**src/rtl/timer24_pkg.sv**
```systemverilog
// constants for the dual 24-bit capture/compare timer block
// assumes a 32-bit AXI4-Lite slave port with an 8-bit byte address
package timer24_pkg;
   localparam logic [23:0] CNT_MAX = 24'hFFFFFF;
   // ----------------------------------------------------------------
   // register byte offsets
   // ----------------------------------------------------------------
   localparam logic [7:0] A_MODE1 = 8'h00;
   localparam logic [7:0] A_MODE2 = 8'h04;
   localparam logic [7:0] A_EDGE_B = 8'h08;
   localparam logic [7:0] A_EDGE_C = 8'h0C;
   localparam logic [7:0] A_TOC = 8'h10;
   localparam logic [7:0] A_OVF = 8'h14;
   localparam logic [7:0] A_DVC0 = 8'h18;
   localparam logic [7:0] A_ESEL = 8'h24;
   localparam logic [7:0] A_CNT1 = 8'h28;
   localparam logic [7:0] A_CNT2 = 8'h2C;
   localparam logic [7:0] A_CC0 = 8'h30;
   localparam logic [7:0] A_CP0 = 8'h40;
   localparam logic [7:0] A_CM0 = 8'h50;
   // ----------------------------------------------------------------
   // field positions
   // ----------------------------------------------------------------
   localparam int EN_B = 0;
   localparam int CAPM_B = 1;
   localparam int CS_B = 1;
   localparam int OST_B = 2;
   localparam int CLK_LSB = 4;
   localparam int FALL_LSB = 8;
   localparam int EV_IDX = 4;
   localparam int A_EN_B = 0;
   localparam int A_INV_B = 1;
   localparam int B_EN_B = 2;
   localparam int B_INV_B = 3;
   // ----------------------------------------------------------------
   // clock select codes, divider limits, bus responses
   // ----------------------------------------------------------------
   localparam logic [3:0] CLK_DIV_LAST = 4'h8;
   localparam logic [3:0] CLK_EXT = 4'hF;
   localparam logic [7:0] DV_FULL_LO = 8'h40;
   localparam logic [7:0] DV_FULL_HI = 8'h80;
   localparam logic [6:0] DVC_MASK_LO = 7'h3F;
   localparam logic [6:0] DVC_MASK_HI = 7'h7F;
   localparam logic [1:0] RESP_OKAY = 2'h0;
   localparam logic [1:0] RESP_SLVERR = 2'h2;
endpackage : timer24_pkg

```
**src/rtl/timer24_capture_compare.sv**
```systemverilog
// dual 24-bit timer: capture/compare unit of the first timer and the
// full second timer with dividers, registers over AXI4-Lite
// assumes pins are asynchronous; bus is idle while ce is low
//
// Summary of operation
// - capture mode: edge loads count, raises irq
// - software write beats simultaneous capture
// - capture edge follows rise/fall selects
// - no first-timer capture while disabled
// - compare equal raises irq and match signal
// - matches 0/1 set/reset A, 2/3 B
// - match 3 also starts the A/D
// - first match one cycle after increment
// - output pin levels set by control register
// - second counts while enabled; counter-word writes are ignored
// - disabling second timer clears it at once
// - clock select: direct, divide 2..256, event
// - event edge follows fifth edge selects
// - overflow sets sticky flag and irq
// - one-shot stop holds zero until restart
// - re-writing enable while counting is harmless
// - soft clear-start restarts from zero if enabled
// - capture 0 direct, 1-3 divided, irq each
// - divider ratios from controls, source select
// - compare 0 triggers real-time port, 1 irq only
// - second match one cycle after increment
// - first counts up on selected clock when enabled
`timescale 1ns/10ps
module timer24_capture_compare (
   input wire logic aclk,
   input wire logic aresetn,
   input wire logic ce,
   input wire logic [7:0] awaddr,
   input wire logic awvalid,
   output logic awready,
   input wire logic [31:0] wdata,
   input wire logic [3:0] wstrb,
   input wire logic wvalid,
   output logic wready,
   output logic [1:0] bresp,
   output logic bvalid,
   input wire logic bready,
   input wire logic [7:0] araddr,
   input wire logic arvalid,
   output logic arready,
   output logic [31:0] rdata,
   output logic [1:0] rresp,
   output logic rvalid,
   input wire logic rready,
   input wire logic [3:0] first_capture_in,
   input wire logic [3:0] second_capture_in,
   input wire logic first_event_input,
   input wire logic second_event_input,
   output logic output_pin_a,
   output logic output_pin_b,
   output logic [3:0] first_capture_input_irq,
   output logic [3:0] first_compare_irq,
   output logic [3:0] second_capture_input_irq,
   output logic [1:0] second_compare_irq,
   output logic second_overflow_irq,
   output logic ad_start_trigger,
   output logic rto_trigger
);
   import timer24_pkg::*;

   typedef struct packed {
      logic [9:0] s1;
      logic [9:0] s2;
      logic [9:0] s3;
      logic [7:0] presc;
      logic [7:0] first_timer_cc_mode_ctrl;
      logic [7:0] second_timer_mode_ctrl;
      logic [15:0] edge_sel_b;
      logic [15:0] edge_sel_c;
      logic [3:0] timer_output_ctrl;
      logic second_overflow_flag;
      logic [2:0][6:0] divider_ctrl;
      logic [2:0][6:0] div_cnt;
      logic divider_source_select;
      logic [23:0] first_timer_counter;
      logic [23:0] second_timer_counter;
      logic inc1;
      logic inc2;
      logic stop2;
      logic [3:0][23:0] first_capcomp;
      logic [3:0][23:0] second_capture;
      logic [1:0][23:0] second_compare;
      logic lvl_a;
      logic lvl_b;
      logic pin_a;
      logic pin_b;
      logic [3:0] cap1_irq;
      logic [3:0] cmp1_irq;
      logic [3:0] cap2_irq;
      logic [1:0] cmp2_irq;
      logic ovf_irq;
      logic ad_trig;
      logic rto_trig;
      logic awrdy;
      logic wrdy;
      logic arrdy;
      logic [7:0] waddr;
      logic [31:0] wdat;
      logic [3:0] wstb;
      logic bvld;
      logic [1:0] bres;
      logic rvld;
      logic [31:0] rdat;
      logic [1:0] rres;
   } state_t;

   localparam state_t RST = '{awrdy: 1'b1, wrdy: 1'b1, arrdy: 1'b1,
                              default: '0};

   state_t st_r;
   state_t st_nxt;
   logic [9:0] rsel;
   logic [9:0] fsel;
   logic [9:0] edg;
   logic wr_do;
   logic [5:0] widx;
   logic [31:0] wmask;
   logic [31:0] wv;
   logic [32:0] rv;
   logic [32:0] rrv;
   logic cs_wr;
   logic en_wr;
   logic ovf_wr;
   logic ovf_set;
   logic [3:0] cc_wr;
   logic [2:0] dv_wr;
   logic [3:0] m1;
   logic [1:0] m2;
   logic [2:0] dfire;
   logic [3:0] trig2;
   logic en1;
   logic capm;
   logic tick1;
   logic tick2;
   logic src;
   logic [7:0] lim;

   // ---------------------------------------------------------------
   // helpers
   // ---------------------------------------------------------------
   // low k prescaler bits all ones gives one tick per 2**k cycles
   function automatic logic tick_of(input logic [3:0] code,
                                    input logic [7:0] p,
                                    input logic ev);
      logic t;
      t = 1'b1;
      for (int i = 0; i < 8; i++) begin
         if (i < int'(code)) t = t & p[i];
      end
      if (code == CLK_EXT) t = ev;
      else if (code > CLK_DIV_LAST) t = 1'b0;
      return t;
   endfunction : tick_of

   // bit 32 flags a mapped word
   function automatic logic [32:0] rd_reg(input state_t s,
                                          input logic [5:0] w);
      logic [32:0] v;
      v = '0;
      case (w)
         A_MODE1[7:2]: v = {1'b1, 24'h000000, s.first_timer_cc_mode_ctrl};
         A_MODE2[7:2]: v = {1'b1, 24'h000000, s.second_timer_mode_ctrl};
         A_EDGE_B[7:2]: v = {1'b1, 16'h0000, s.edge_sel_b};
         A_EDGE_C[7:2]: v = {1'b1, 16'h0000, s.edge_sel_c};
         A_TOC[7:2]: v = {1'b1, 28'h0000000, s.timer_output_ctrl};
         A_OVF[7:2]: v = {1'b1, 31'h00000000, s.second_overflow_flag};
         A_ESEL[7:2]: v = {1'b1, 31'h00000000, s.divider_source_select};
         A_CNT1[7:2]: v = {1'b1, 8'h00, s.first_timer_counter};
         A_CNT2[7:2]: v = {1'b1, 8'h00, s.second_timer_counter};
         default: v = '0;
      endcase
      for (int i = 0; i < 4; i++) begin
         if (w == 6'(A_CC0[7:2] + i)) v = {1'b1, 8'h00, s.first_capcomp[i]};
         if (w == 6'(A_CP0[7:2] + i)) v = {1'b1, 8'h00, s.second_capture[i]};
      end
      for (int i = 0; i < 3; i++) begin
         if (w == 6'(A_DVC0[7:2] + i)) v = {1'b1, 25'h0000000, s.divider_ctrl[i]};
      end
      for (int i = 0; i < 2; i++) begin
         if (w == 6'(A_CM0[7:2] + i)) v = {1'b1, 8'h00, s.second_compare[i]};
      end
      return v;
   endfunction : rd_reg

   always_comb begin
      st_nxt = st_r;
      // ---------------------------------------------------------------
      // pin synchronisers and edge selection
      // ---------------------------------------------------------------
      st_nxt.s1 = {second_event_input, first_event_input,
                   second_capture_in, first_capture_in};
      st_nxt.s2 = st_r.s1;
      st_nxt.s3 = st_r.s2;
      rsel = {st_r.edge_sel_c[EV_IDX], st_r.edge_sel_b[EV_IDX],
              st_r.edge_sel_c[3:0], st_r.edge_sel_b[3:0]};
      fsel = {st_r.edge_sel_c[FALL_LSB+EV_IDX],
              st_r.edge_sel_b[FALL_LSB+EV_IDX],
              st_r.edge_sel_c[FALL_LSB+:4], st_r.edge_sel_b[FALL_LSB+:4]};
      edg = (st_r.s2 & ~st_r.s3 & rsel) | (~st_r.s2 & st_r.s3 & fsel);
      st_nxt.presc = st_r.presc + 8'h01;

      // ---------------------------------------------------------------
      // AXI4-Lite slave
      // ---------------------------------------------------------------
      if (awvalid && st_r.awrdy) begin
         st_nxt.waddr = awaddr;
         st_nxt.awrdy = 1'b0;
      end
      if (wvalid && st_r.wrdy) begin
         st_nxt.wdat = wdata;
         st_nxt.wstb = wstrb;
         st_nxt.wrdy = 1'b0;
      end
      wr_do = !st_r.awrdy && !st_r.wrdy && !st_r.bvld;
      widx = st_r.waddr[7:2];
      for (int b = 0; b < 4; b++) wmask[b*8+:8] = {8{st_r.wstb[b]}};
      rv = rd_reg(st_r, widx);
      wv = (rv[31:0] & ~wmask) | (st_r.wdat & wmask);
      cs_wr = 1'b0;
      en_wr = 1'b0;
      ovf_wr = 1'b0;
      if (wr_do) begin
         st_nxt.bvld = 1'b1;
         st_nxt.bres = rv[32] ? RESP_OKAY : RESP_SLVERR;
         case (widx)
            A_MODE1[7:2]: st_nxt.first_timer_cc_mode_ctrl = wv[7:0];
            A_MODE2[7:2]: begin
               // clear-start is an action bit and always reads zero
               st_nxt.second_timer_mode_ctrl = wv[7:0];
               st_nxt.second_timer_mode_ctrl[CS_B] = 1'b0;
               cs_wr = wv[CS_B];
               en_wr = wv[EN_B];
            end
            A_EDGE_B[7:2]: st_nxt.edge_sel_b = wv[15:0];
            A_EDGE_C[7:2]: st_nxt.edge_sel_c = wv[15:0];
            A_TOC[7:2]: st_nxt.timer_output_ctrl = wv[3:0];
            A_OVF[7:2]: ovf_wr = 1'b1;
            A_ESEL[7:2]: st_nxt.divider_source_select = wv[0];
            default: ;
         endcase
      end
      for (int i = 0; i < 4; i++) begin
         cc_wr[i] = wr_do && widx == 6'(A_CC0[7:2] + i);
      end
      for (int i = 0; i < 2; i++) begin
         if (wr_do && widx == 6'(A_CM0[7:2] + i))
            st_nxt.second_compare[i] = wv[23:0];
      end
      if (st_r.bvld && bready) begin
         st_nxt.bvld = 1'b0;
         st_nxt.awrdy = 1'b1;
         st_nxt.wrdy = 1'b1;
      end
      rrv = rd_reg(st_r, araddr[7:2]);
      if (arvalid && st_r.arrdy) begin
         st_nxt.rdat = rrv[31:0];
         st_nxt.rres = rrv[32] ? RESP_OKAY : RESP_SLVERR;
         st_nxt.rvld = 1'b1;
         st_nxt.arrdy = 1'b0;
      end
      if (st_r.rvld && rready) begin
         st_nxt.rvld = 1'b0;
         st_nxt.arrdy = 1'b1;
      end

      // ---------------------------------------------------------------
      // first timer: count, capture, compare, outputs
      // ---------------------------------------------------------------
      en1 = st_r.first_timer_cc_mode_ctrl[EN_B];
      capm = st_r.first_timer_cc_mode_ctrl[CAPM_B];
      tick1 = tick_of(st_r.first_timer_cc_mode_ctrl[CLK_LSB+:4],
                      st_r.presc, edg[8]);
      st_nxt.inc1 = 1'b0;
      if (!en1) begin
         st_nxt.first_timer_counter = '0;
      end else if (tick1) begin
         st_nxt.first_timer_counter = st_r.first_timer_counter + 24'h000001;
         st_nxt.inc1 = 1'b1;
      end
      st_nxt.cap1_irq = '0;
      for (int i = 0; i < 4; i++) begin
         // a bus write to the same register discards the capture
         if (cc_wr[i]) begin
            st_nxt.first_capcomp[i] = wv[23:0];
         end else if (capm && en1 && edg[i]) begin
            st_nxt.first_capcomp[i] = st_r.first_timer_counter;
            st_nxt.cap1_irq[i] = 1'b1;
         end
         // match only on the cycle after an increment
         m1[i] = !capm && st_r.inc1 &&
                 st_r.first_timer_counter == st_r.first_capcomp[i];
      end
      st_nxt.cmp1_irq = m1;
      st_nxt.ad_trig = m1[3];
      // reset wins when set and reset match together
      if (m1[1]) st_nxt.lvl_a = 1'b0;
      else if (m1[0]) st_nxt.lvl_a = 1'b1;
      if (m1[3]) st_nxt.lvl_b = 1'b0;
      else if (m1[2]) st_nxt.lvl_b = 1'b1;
      st_nxt.pin_a = (st_nxt.lvl_a & st_nxt.timer_output_ctrl[A_EN_B]) ^
                     st_nxt.timer_output_ctrl[A_INV_B];
      st_nxt.pin_b = (st_nxt.lvl_b & st_nxt.timer_output_ctrl[B_EN_B]) ^
                     st_nxt.timer_output_ctrl[B_INV_B];

      // ---------------------------------------------------------------
      // second timer: count, overflow, one-shot, clear-start
      // ---------------------------------------------------------------
      // clock select is sampled live, so changing it mid-count glitches;
      // the written code applies at once, like the enable written with it
      tick2 = tick_of(st_nxt.second_timer_mode_ctrl[CLK_LSB+:4],
                      st_r.presc, edg[9]);
      st_nxt.inc2 = 1'b0;
      ovf_set = 1'b0;
      if (!st_nxt.second_timer_mode_ctrl[EN_B]) begin
         st_nxt.second_timer_counter = '0;
         st_nxt.stop2 = 1'b0;
      end else if (cs_wr) begin
         st_nxt.second_timer_counter = '0;
         st_nxt.stop2 = 1'b0;
      end else if (st_r.stop2) begin
         if (en_wr) st_nxt.stop2 = 1'b0;
      end else if (tick2) begin
         // bus writes to the counter word are ignored
         st_nxt.second_timer_counter = st_r.second_timer_counter + 24'h000001;
         st_nxt.inc2 = 1'b1;
         if (st_r.second_timer_counter == CNT_MAX) begin
            ovf_set = 1'b1;
            st_nxt.stop2 = st_r.second_timer_mode_ctrl[OST_B];
         end
      end
      // set wins over a simultaneous software clear
      st_nxt.second_overflow_flag = ovf_set |
         (ovf_wr ? wv[0] : st_r.second_overflow_flag);
      st_nxt.ovf_irq = ovf_set;

      // ---------------------------------------------------------------
      // event dividers and second-timer captures and compares
      // ---------------------------------------------------------------
      for (int i = 0; i < 3; i++) begin
         dv_wr[i] = wr_do && widx == 6'(A_DVC0[7:2] + i);
         if (dv_wr[i]) st_nxt.divider_ctrl[i] =
            wv[6:0] & (i == 2 ? DVC_MASK_HI : DVC_MASK_LO);
         lim = {1'b0, st_r.divider_ctrl[i]};
         if (st_r.divider_ctrl[i] == 7'h00)
            lim = (i == 2) ? DV_FULL_HI : DV_FULL_LO;
         src = (i == 2 && st_r.divider_source_select) ? dfire[1]
                                                      : edg[5+i];
         dfire[i] = 1'b0;
         if (dv_wr[i]) begin
            st_nxt.div_cnt[i] = '0;
         end else if (src) begin
            if ({1'b0, st_r.div_cnt[i]} + 8'h01 == lim) begin
               st_nxt.div_cnt[i] = '0;
               dfire[i] = 1'b1;
            end else begin
               st_nxt.div_cnt[i] = st_r.div_cnt[i] + 7'h01;
            end
         end
      end
      trig2 = {dfire, edg[4]};
      for (int i = 0; i < 4; i++) begin
         if (trig2[i])
            st_nxt.second_capture[i] = st_r.second_timer_counter;
      end
      st_nxt.cap2_irq = trig2;
      for (int i = 0; i < 2; i++) begin
         m2[i] = st_r.inc2 &&
                 st_r.second_timer_counter == st_r.second_compare[i];
      end
      st_nxt.cmp2_irq = m2;
      st_nxt.rto_trig = m2[0];
   end

   always_ff @(posedge aclk) begin
      if (!aresetn) st_r <= RST;
      else if (ce) st_r <= st_nxt;
   end

   assign awready = st_r.awrdy;
   assign wready = st_r.wrdy;
   assign bvalid = st_r.bvld;
   assign bresp = st_r.bres;
   assign arready = st_r.arrdy;
   assign rvalid = st_r.rvld;
   assign rdata = st_r.rdat;
   assign rresp = st_r.rres;
   assign output_pin_a = st_r.pin_a;
   assign output_pin_b = st_r.pin_b;
   assign first_capture_input_irq = st_r.cap1_irq;
   assign first_compare_irq = st_r.cmp1_irq;
   assign second_capture_input_irq = st_r.cap2_irq;
   assign second_compare_irq = st_r.cmp2_irq;
   assign second_overflow_irq = st_r.ovf_irq;
   assign ad_start_trigger = st_r.ad_trig;
   assign rto_trigger = st_r.rto_trig;
endmodule : timer24_capture_compare

```
**config.mk**
```make
export PLATFORM = sky130hd
export DESIGN_NAME = timer24_capture_compare
export DESIGN_NICKNAME = d
export VERILOG_FILES = /design/src/rtl/timer24_pkg.sv /design/src/rtl/timer24_capture_compare.sv
export SDC_FILE = /design/constraint.sdc
export NUM_CORES = 2
export LEC_CHECK = 0
export ABC_AREA = 1
export BUFFER_PORTS_ARGS = -buffer_cell sky130_fd_sc_hd__buf_4
export CAP_MARGIN = 30
export CORE_UTILIZATION = 55
export CTS_CLUSTER_DIAMETER = 120
export CTS_CLUSTER_SIZE = 20
export DETAILED_ROUTE_END_ITERATION = 12
export PLACE_DENSITY = 0.72
export SLEW_MARGIN = 30
export SYNTH_ARGS = -nofsm -noshare
export SYNTH_HDL_FRONTEND = slang
export SYNTH_SLANG_ARGS = --single-unit
```
**constraint.sdc**
```tcl
create_clock -name aclk -period 5.7 [get_ports aclk]
set_input_delay 0 -clock aclk [delete_from_list [all_inputs] [get_ports aclk]]
set_output_delay 0 -clock aclk [all_outputs]
set_load 0.02 [all_outputs]
```
# == After elaboration in Yosys (flattened, before gate mapping) ==
# Index checks and enable logic that the tools add are counted.
# word_totals
regBits,519
in_bits,70
output_inout_bits,60
elab_cells,383
# classes
add_sub_neg,9
order_cmp,18
n_eq_ne,57
mux,135
n_bitwise,30
reduce_logical,79
# ops
cell,count
33-bit two-way mux,26
33-bit case mux with 9 select lines,2
24-bit two-way mux,14
24-bit equality test,6
"6-bit by 4-bit equality test with 1-bit output, second input constant",16
7-bit two-way mux,11
"6-bit by 5-bit equality test with 1-bit output, second input constant",12
1-bit two-way mux,70
2-bit AND reduction,25
"24-bit by 1-bit adder with 24-bit output, second input constant",2
24-bit AND,2
"6-bit by 3-bit equality test with 1-bit output, second input constant",8
44-bit two-way mux,1
10-bit AND,4
35-bit two-way mux,1
"3-bit by 4-bit less-than comparator with 1-bit output, first input constant",8
16-bit two-way mux,2
1-bit logical AND,28
"7-bit by 1-bit adder with 8-bit output, second input constant",3
"24-bit equality test, second input constant",1
"6-bit by 2-bit equality test with 1-bit output, second input constant",4
8-bit equality test,3
24-bit NOT,1
24-bit bitwise OR,1
24 further kinds,77

# == Depth between registers and ports, before layout ==
# depth
ltp_word,42
mapped_depth,30
mapped_depth_nobuf,29

# == Worst setup path after synthesis ==
# No wires, ideal clock.
# synth_path
path_kind,register -> register
startpoint,register st_r[80] in the netlist's numbering
endpoint,register st_r[359] in the netlist's numbering
setup_ns,0.135
arrival_ns,2.610
t_required_ns,5.565
slack_ns,2.955
stages_incl_launch_ff,24
path_buffers,2
period_less_slack_ns,2.745
path_cell_list,dfxtp_1 -> nor2_2 -> nand2_4 -> nor2_4 -> inv_2 -> buf_4 -> or2_0 -> nand2_1 -> nand3_1 -> nand2_1 -> nand4_1 -> nand2_1 -> nand3_2 -> nand2_2 -> nand2_1 -> o21ai_1 -> nand2_1 -> nor2_1 -> nand2_1 -> nand2_4 -> nand3_4 -> buf_2 -> nand3_1 -> a21oi_2
# synth_via
elab_chain_len,39
word_cells_on_any_way,74
cone_classes,order compare (9); eq/ne (24); mux (30); bitwise (9); reduce/logical (2)
# synth_lines
element,line,source
from (decl),timer24_capture_compare.sv:115,state_t st_r;
from (signal assigned),timer24_capture_compare.sv:381,else if (ce) st_r <= st_nxt;
6-bit by 4-bit equality test with 1-bit output (tied with other cells),timer24_capture_compare.sv:165,case (w)
33-bit case mux with 9 select lines,timer24_capture_compare.sv:165,
33-bit two-way mux,timer24_capture_compare.sv:178,"if (w == 6'(A_CC0[7:2] + i)) v = {1'b1, 8'h00, s.first_capcomp[i]};"
33-bit two-way mux,timer24_capture_compare.sv:179,"if (w == 6'(A_CP0[7:2] + i)) v = {1'b1, 8'h00, s.second_capture[i]};"
33-bit two-way mux,timer24_capture_compare.sv:178,
33-bit two-way mux,timer24_capture_compare.sv:179,
33-bit two-way mux,timer24_capture_compare.sv:178,
33-bit two-way mux,timer24_capture_compare.sv:179,
[... 23 more ...],-,
1-bit AND,timer24_capture_compare.sv:153,if (i < int'(code)) t = t & p[i];
1-bit two-way mux,timer24_capture_compare.sv:153,
1-bit AND,timer24_capture_compare.sv:153,
1-bit two-way mux,timer24_capture_compare.sv:153,
1-bit two-way mux,timer24_capture_compare.sv:156,else if (code > CLK_DIV_LAST) t = 1'b0;
1-bit two-way mux,timer24_capture_compare.sv:155,if (code == CLK_EXT) t = ev;
3-bit by 1-bit inequality test with 1-bit output (no line),-,
3-bit AND reduction (no line),-,
# Several ways; a longest one is shown, not always the timed one.
# A chain may end at the register's enable or synchronous reset.

# == Final worst setup path ==
# layout_path
startpoint,register st_r[78] in the netlist's numbering
endpoint,register st_r[372] in the netlist's numbering
# Same word-level chain as after synthesis.

==> reports/results.ini <==
[yosys]
synth_top_area_cell=dfxtp_1
yosysTopAreaCellShare=0.354
synth_ff_type=dfxtp_1
synthTopCellsByArea=dfxtp_1 (35%), a21oi_1 (11%), o21ai_0 (9.9%)
ys_seq_elements=505
syn_area_um2=28600
synth.top_cells.by_count=a21oi_1 (650), nand2_1 (635), o21ai_0 (567)
synth_cell_types=65
ys_seq_area_frac=0.354
syn_area_per_cell_um2=6.69
synthCells=4275
synth.most_common_cell=a21oi_1
synth_edf_count=0
ys_async_sr_fraction=0
synth-warning-count=0

[timing]
hold_viol=0
post-route-period-util=0.811
fin_crit_ns=4.62
worst_slew_pin_slew_ns=1.01
fmax_mhz=216
finalSetupTns_ns=0
setup_viol=0
finalMaxSlewViolations=0
hold_ws_ns=0.0675
clock_skew_ns=0.0326
rsz0062_at_grt=no
slew-limit-headroom=0.326

[die]
core_area_um2=51300
rows=83
die_w_um=230
dieArea_um2=52900
io_pins=130
start_util=0.557
die_h_um=230

[clock_network]
cts_max_path_buffers=3
htreeDepth=1
cts_tree=built
clk_pin_slew_ns=0.09
numCtsBuffers=29
clk_latency_ns=0.64
cts_sinks=505
root_buffer=clkbuf_16
cts_setup_buffers=0

[pwr]
seqPwrFrac=0.563
leakagePower_uw=0.0118
swShare=0.271
vdd_drop_max_mv=0.239
combPwrFrac=0.098
pwr-share-clk=0.339
pwr_density_cell_nw_per_um2=207
power_switching_uw=1750
finalPower_uw=6430
internal_power_uw=4690

[route]
drc=4
drt-total-wl_um=119000
ant_nets=0
first_pass_iters=10
first_iter_violations=4629
wl_per_cell_um=24.1
viasPerCell=6.31
via_count=31100

[final_layout]
finalCoreUtilization=0.606
post-route-cell-area_um2=31100
syn2layout_area_growth_pct=8.67
nNetsFinal=4325
fillers=4963
drive_above_1_share=0.0699

[worst_setup_path]
cp.arrival_ns=5.17
crit_path_top_delay_cell=nor2_1
reg2reg_slack_ns=1.08
critPathLaunchType=flop
r2r-start=st_r[78]
critPathLaunch=st_r[78]
critPathKind=reg2reg
cp_slowest_stage_delay_ns=0.65
crit_chain=nor2_1 > nand2_1 > nor2_4 > inv_2 > or2_0 > nand2_1 > nand2_1 > nand2_1 > nand4_1 > nor2_1 > nand4_1 > nand2_1 > nand2_1 > nand2_1 > nand2_1 > o21ai_1 > nand2_1 > nor2_1 > nand2_1 > nand2_4 > nand3_4 > nand2_2 > nand2_1 > a21oi_1
worst_r2r_endpoint=st_r[372]
critPathBufInv=1
crit_top_cell=nand2_1
cp_max_fo=24
path_delay_family=simple AND/OR/NAND/NOR gates
endpoint_kind=flop
rr_worst_depth=24
required_ns=6.25

[min_path]
min_path_type=in2reg
min_from=arvalid
worstHoldPathCells=4
min_to=rdata[5]

[global_routing]
busiest_layer=met2
grtUsageMet2=0.628
gr-usage-met1=0.616
antenna_found_initial=1
grt.met3_usage=0.107
grt_pass1_vias=27700
grt_max_degree=103
grt_overflow_total=0
grtUsageTotal=0.436
grt_pass1_wl_um=176000

[placed_design]
gp_congestion=1.08
port-buffer-count=106
placed_area_um2=29400
hpwl_um=87300

[flow_run]
drv_cap=0

[status]
status=finished with violations
violations=design-rule violations

[repair_timing]
item,in CTS,in global routing
gates resized for setup,0,0
hold buffers,87,0
hold endpoints to repair,97,0
[worst max-delay path by stage]
stage	end	slack (ns)	cells after the start
6_report	st_r[372]	1.08	24
4_1_cts	st_r[372]	1.25	24
3_3_place_gp	st_r[372]	1.31	24
5_1_grt	st_r[372]	0.67	24
2_1_floorplan	st_r[359]	2.96	23
3_5_place_dp	st_r[372]	1.28	24
[per-stage QoR]
stage / cells / setup slack, ns
after floorplan: 4284 / 2.96
after global placement: 4811 / 1.31
after detailed placement: 4811 / 1.28
after CTS: 4931 / 1.25
after global routing: 4931 / 0.673
final: 4932 / 1.08
[worst register-to-register path, cell delays in order (launching register included)]
cell     delay [ns]
dfxtp_1        0.35
nor2_1         0.65
nand2_1        0.34
nor2_4         0.21
inv_2          0.17
or2_0          0.24
nand2_1        0.10
nand2_1        0.06
nand2_1        0.06
nand4_1        0.20
nor2_1         0.16
nand4_1        0.10
nand2_1        0.12
nand2_1        0.11
nand2_1        0.11
nand2_1        0.07
o21ai_1        0.12
nand2_1        0.06
nor2_1         0.08
nand2_1        0.10
nand2_4        0.23
nand3_4        0.32
nand2_2        0.37
nand2_1        0.10
a21oi_1        0.13
[placed cells by master, fill, tap and decap left out, types with 5 or more instances in the layout]
| master | instances |
|---|---|
| o2111ai_1 | 58 |
| nand2_2 | 14 |
| xnor2_1 | 21 |
| nor2_2 | 10 |
| a21oi_1 | 650 |
| ha_1 | 6 |
| conb_1 | 10 |
| buf_4 | 178 |
| inv_1 | 479 |
| a2111oi_0 | 10 |
| nand3b_1 | 5 |
| o21ai_1 | 6 |
| a221oi_1 | 46 |
| dfxtp_1 | 505 |
| clkinv_1 | 19 |
| nand4_1 | 66 |
| o22ai_1 | 99 |
| nor2_1 | 275 |
| xor2_1 | 64 |
| a211oi_1 | 18 |
| inv_2 | 21 |
| nand3_1 | 126 |
| o211ai_1 | 36 |
| o221ai_1 | 33 |
| o21a_1 | 5 |
| dlygate4sd3_1 | 87 |
| nor4_1 | 36 |
| nor3_1 | 59 |
| or2_2 | 9 |
| a21oi_2 | 8 |
| o21ai_0 | 561 |
| nand2_1 | 635 |
| clkbuf_16 | 29 |
[final cells by class]
type	count	area, um2	share of cell area
Clock buffer	30	729	0.0235
Tap cell	680	851	0.0274
Multi-Input combinational cell	2927	15200	0.488
Antenna cell	1	2.50	0.0000806
Inverter	520	1960	0.0631
Sequential cell	505	10100	0.325
Timing Repair Buffer	266	2220	0.0714
Clock inverter	3	27.5	0.000886
[cell families after synthesis]
| logic type | synth area share |
|---|---|
| buf+inv | 0.120 |
| compound gates | 0.308 |
| xor+xnor | 0.0260 |
| other cells | 0.000131 |
| fa+ha+maj | 0.00263 |
| simple gates | 0.190 |
| flops | 0.354 |
[flip-flops by register name, summed over array words and instances, names as in the netlist, 2 cells and up]
name	cells
rsel	10
st_nxt	20
second_capture_input_irq	4
first_capture_input_irq	4
rdata	24
st_r	415
fsel	10
first_compare_irq	4
second_compare_irq	2
[power by group through the flow]
| stage | clock network [uW] | logic, uW | registers (uW) |
|---|---|---|---|
| finish | 2180 | 629 | 3620 |
| global route | 2310 | 666 | 3630 |
| CTS | 2180 | 602 | 3620 |
| detailed placement | 0 | 548 | 3700 |
| global placement | 0 | 546 | 3700 |
| floorplan | 0 | 339 | 3690 |
[per-layer routing]
metal  vias up  routed length, um
met5         -                  0
met4         0               5880
met3       273              15100
met2      1913              48400
met1     14400              49400
li1      14500                  -
(Power assumes the default switching activity.)
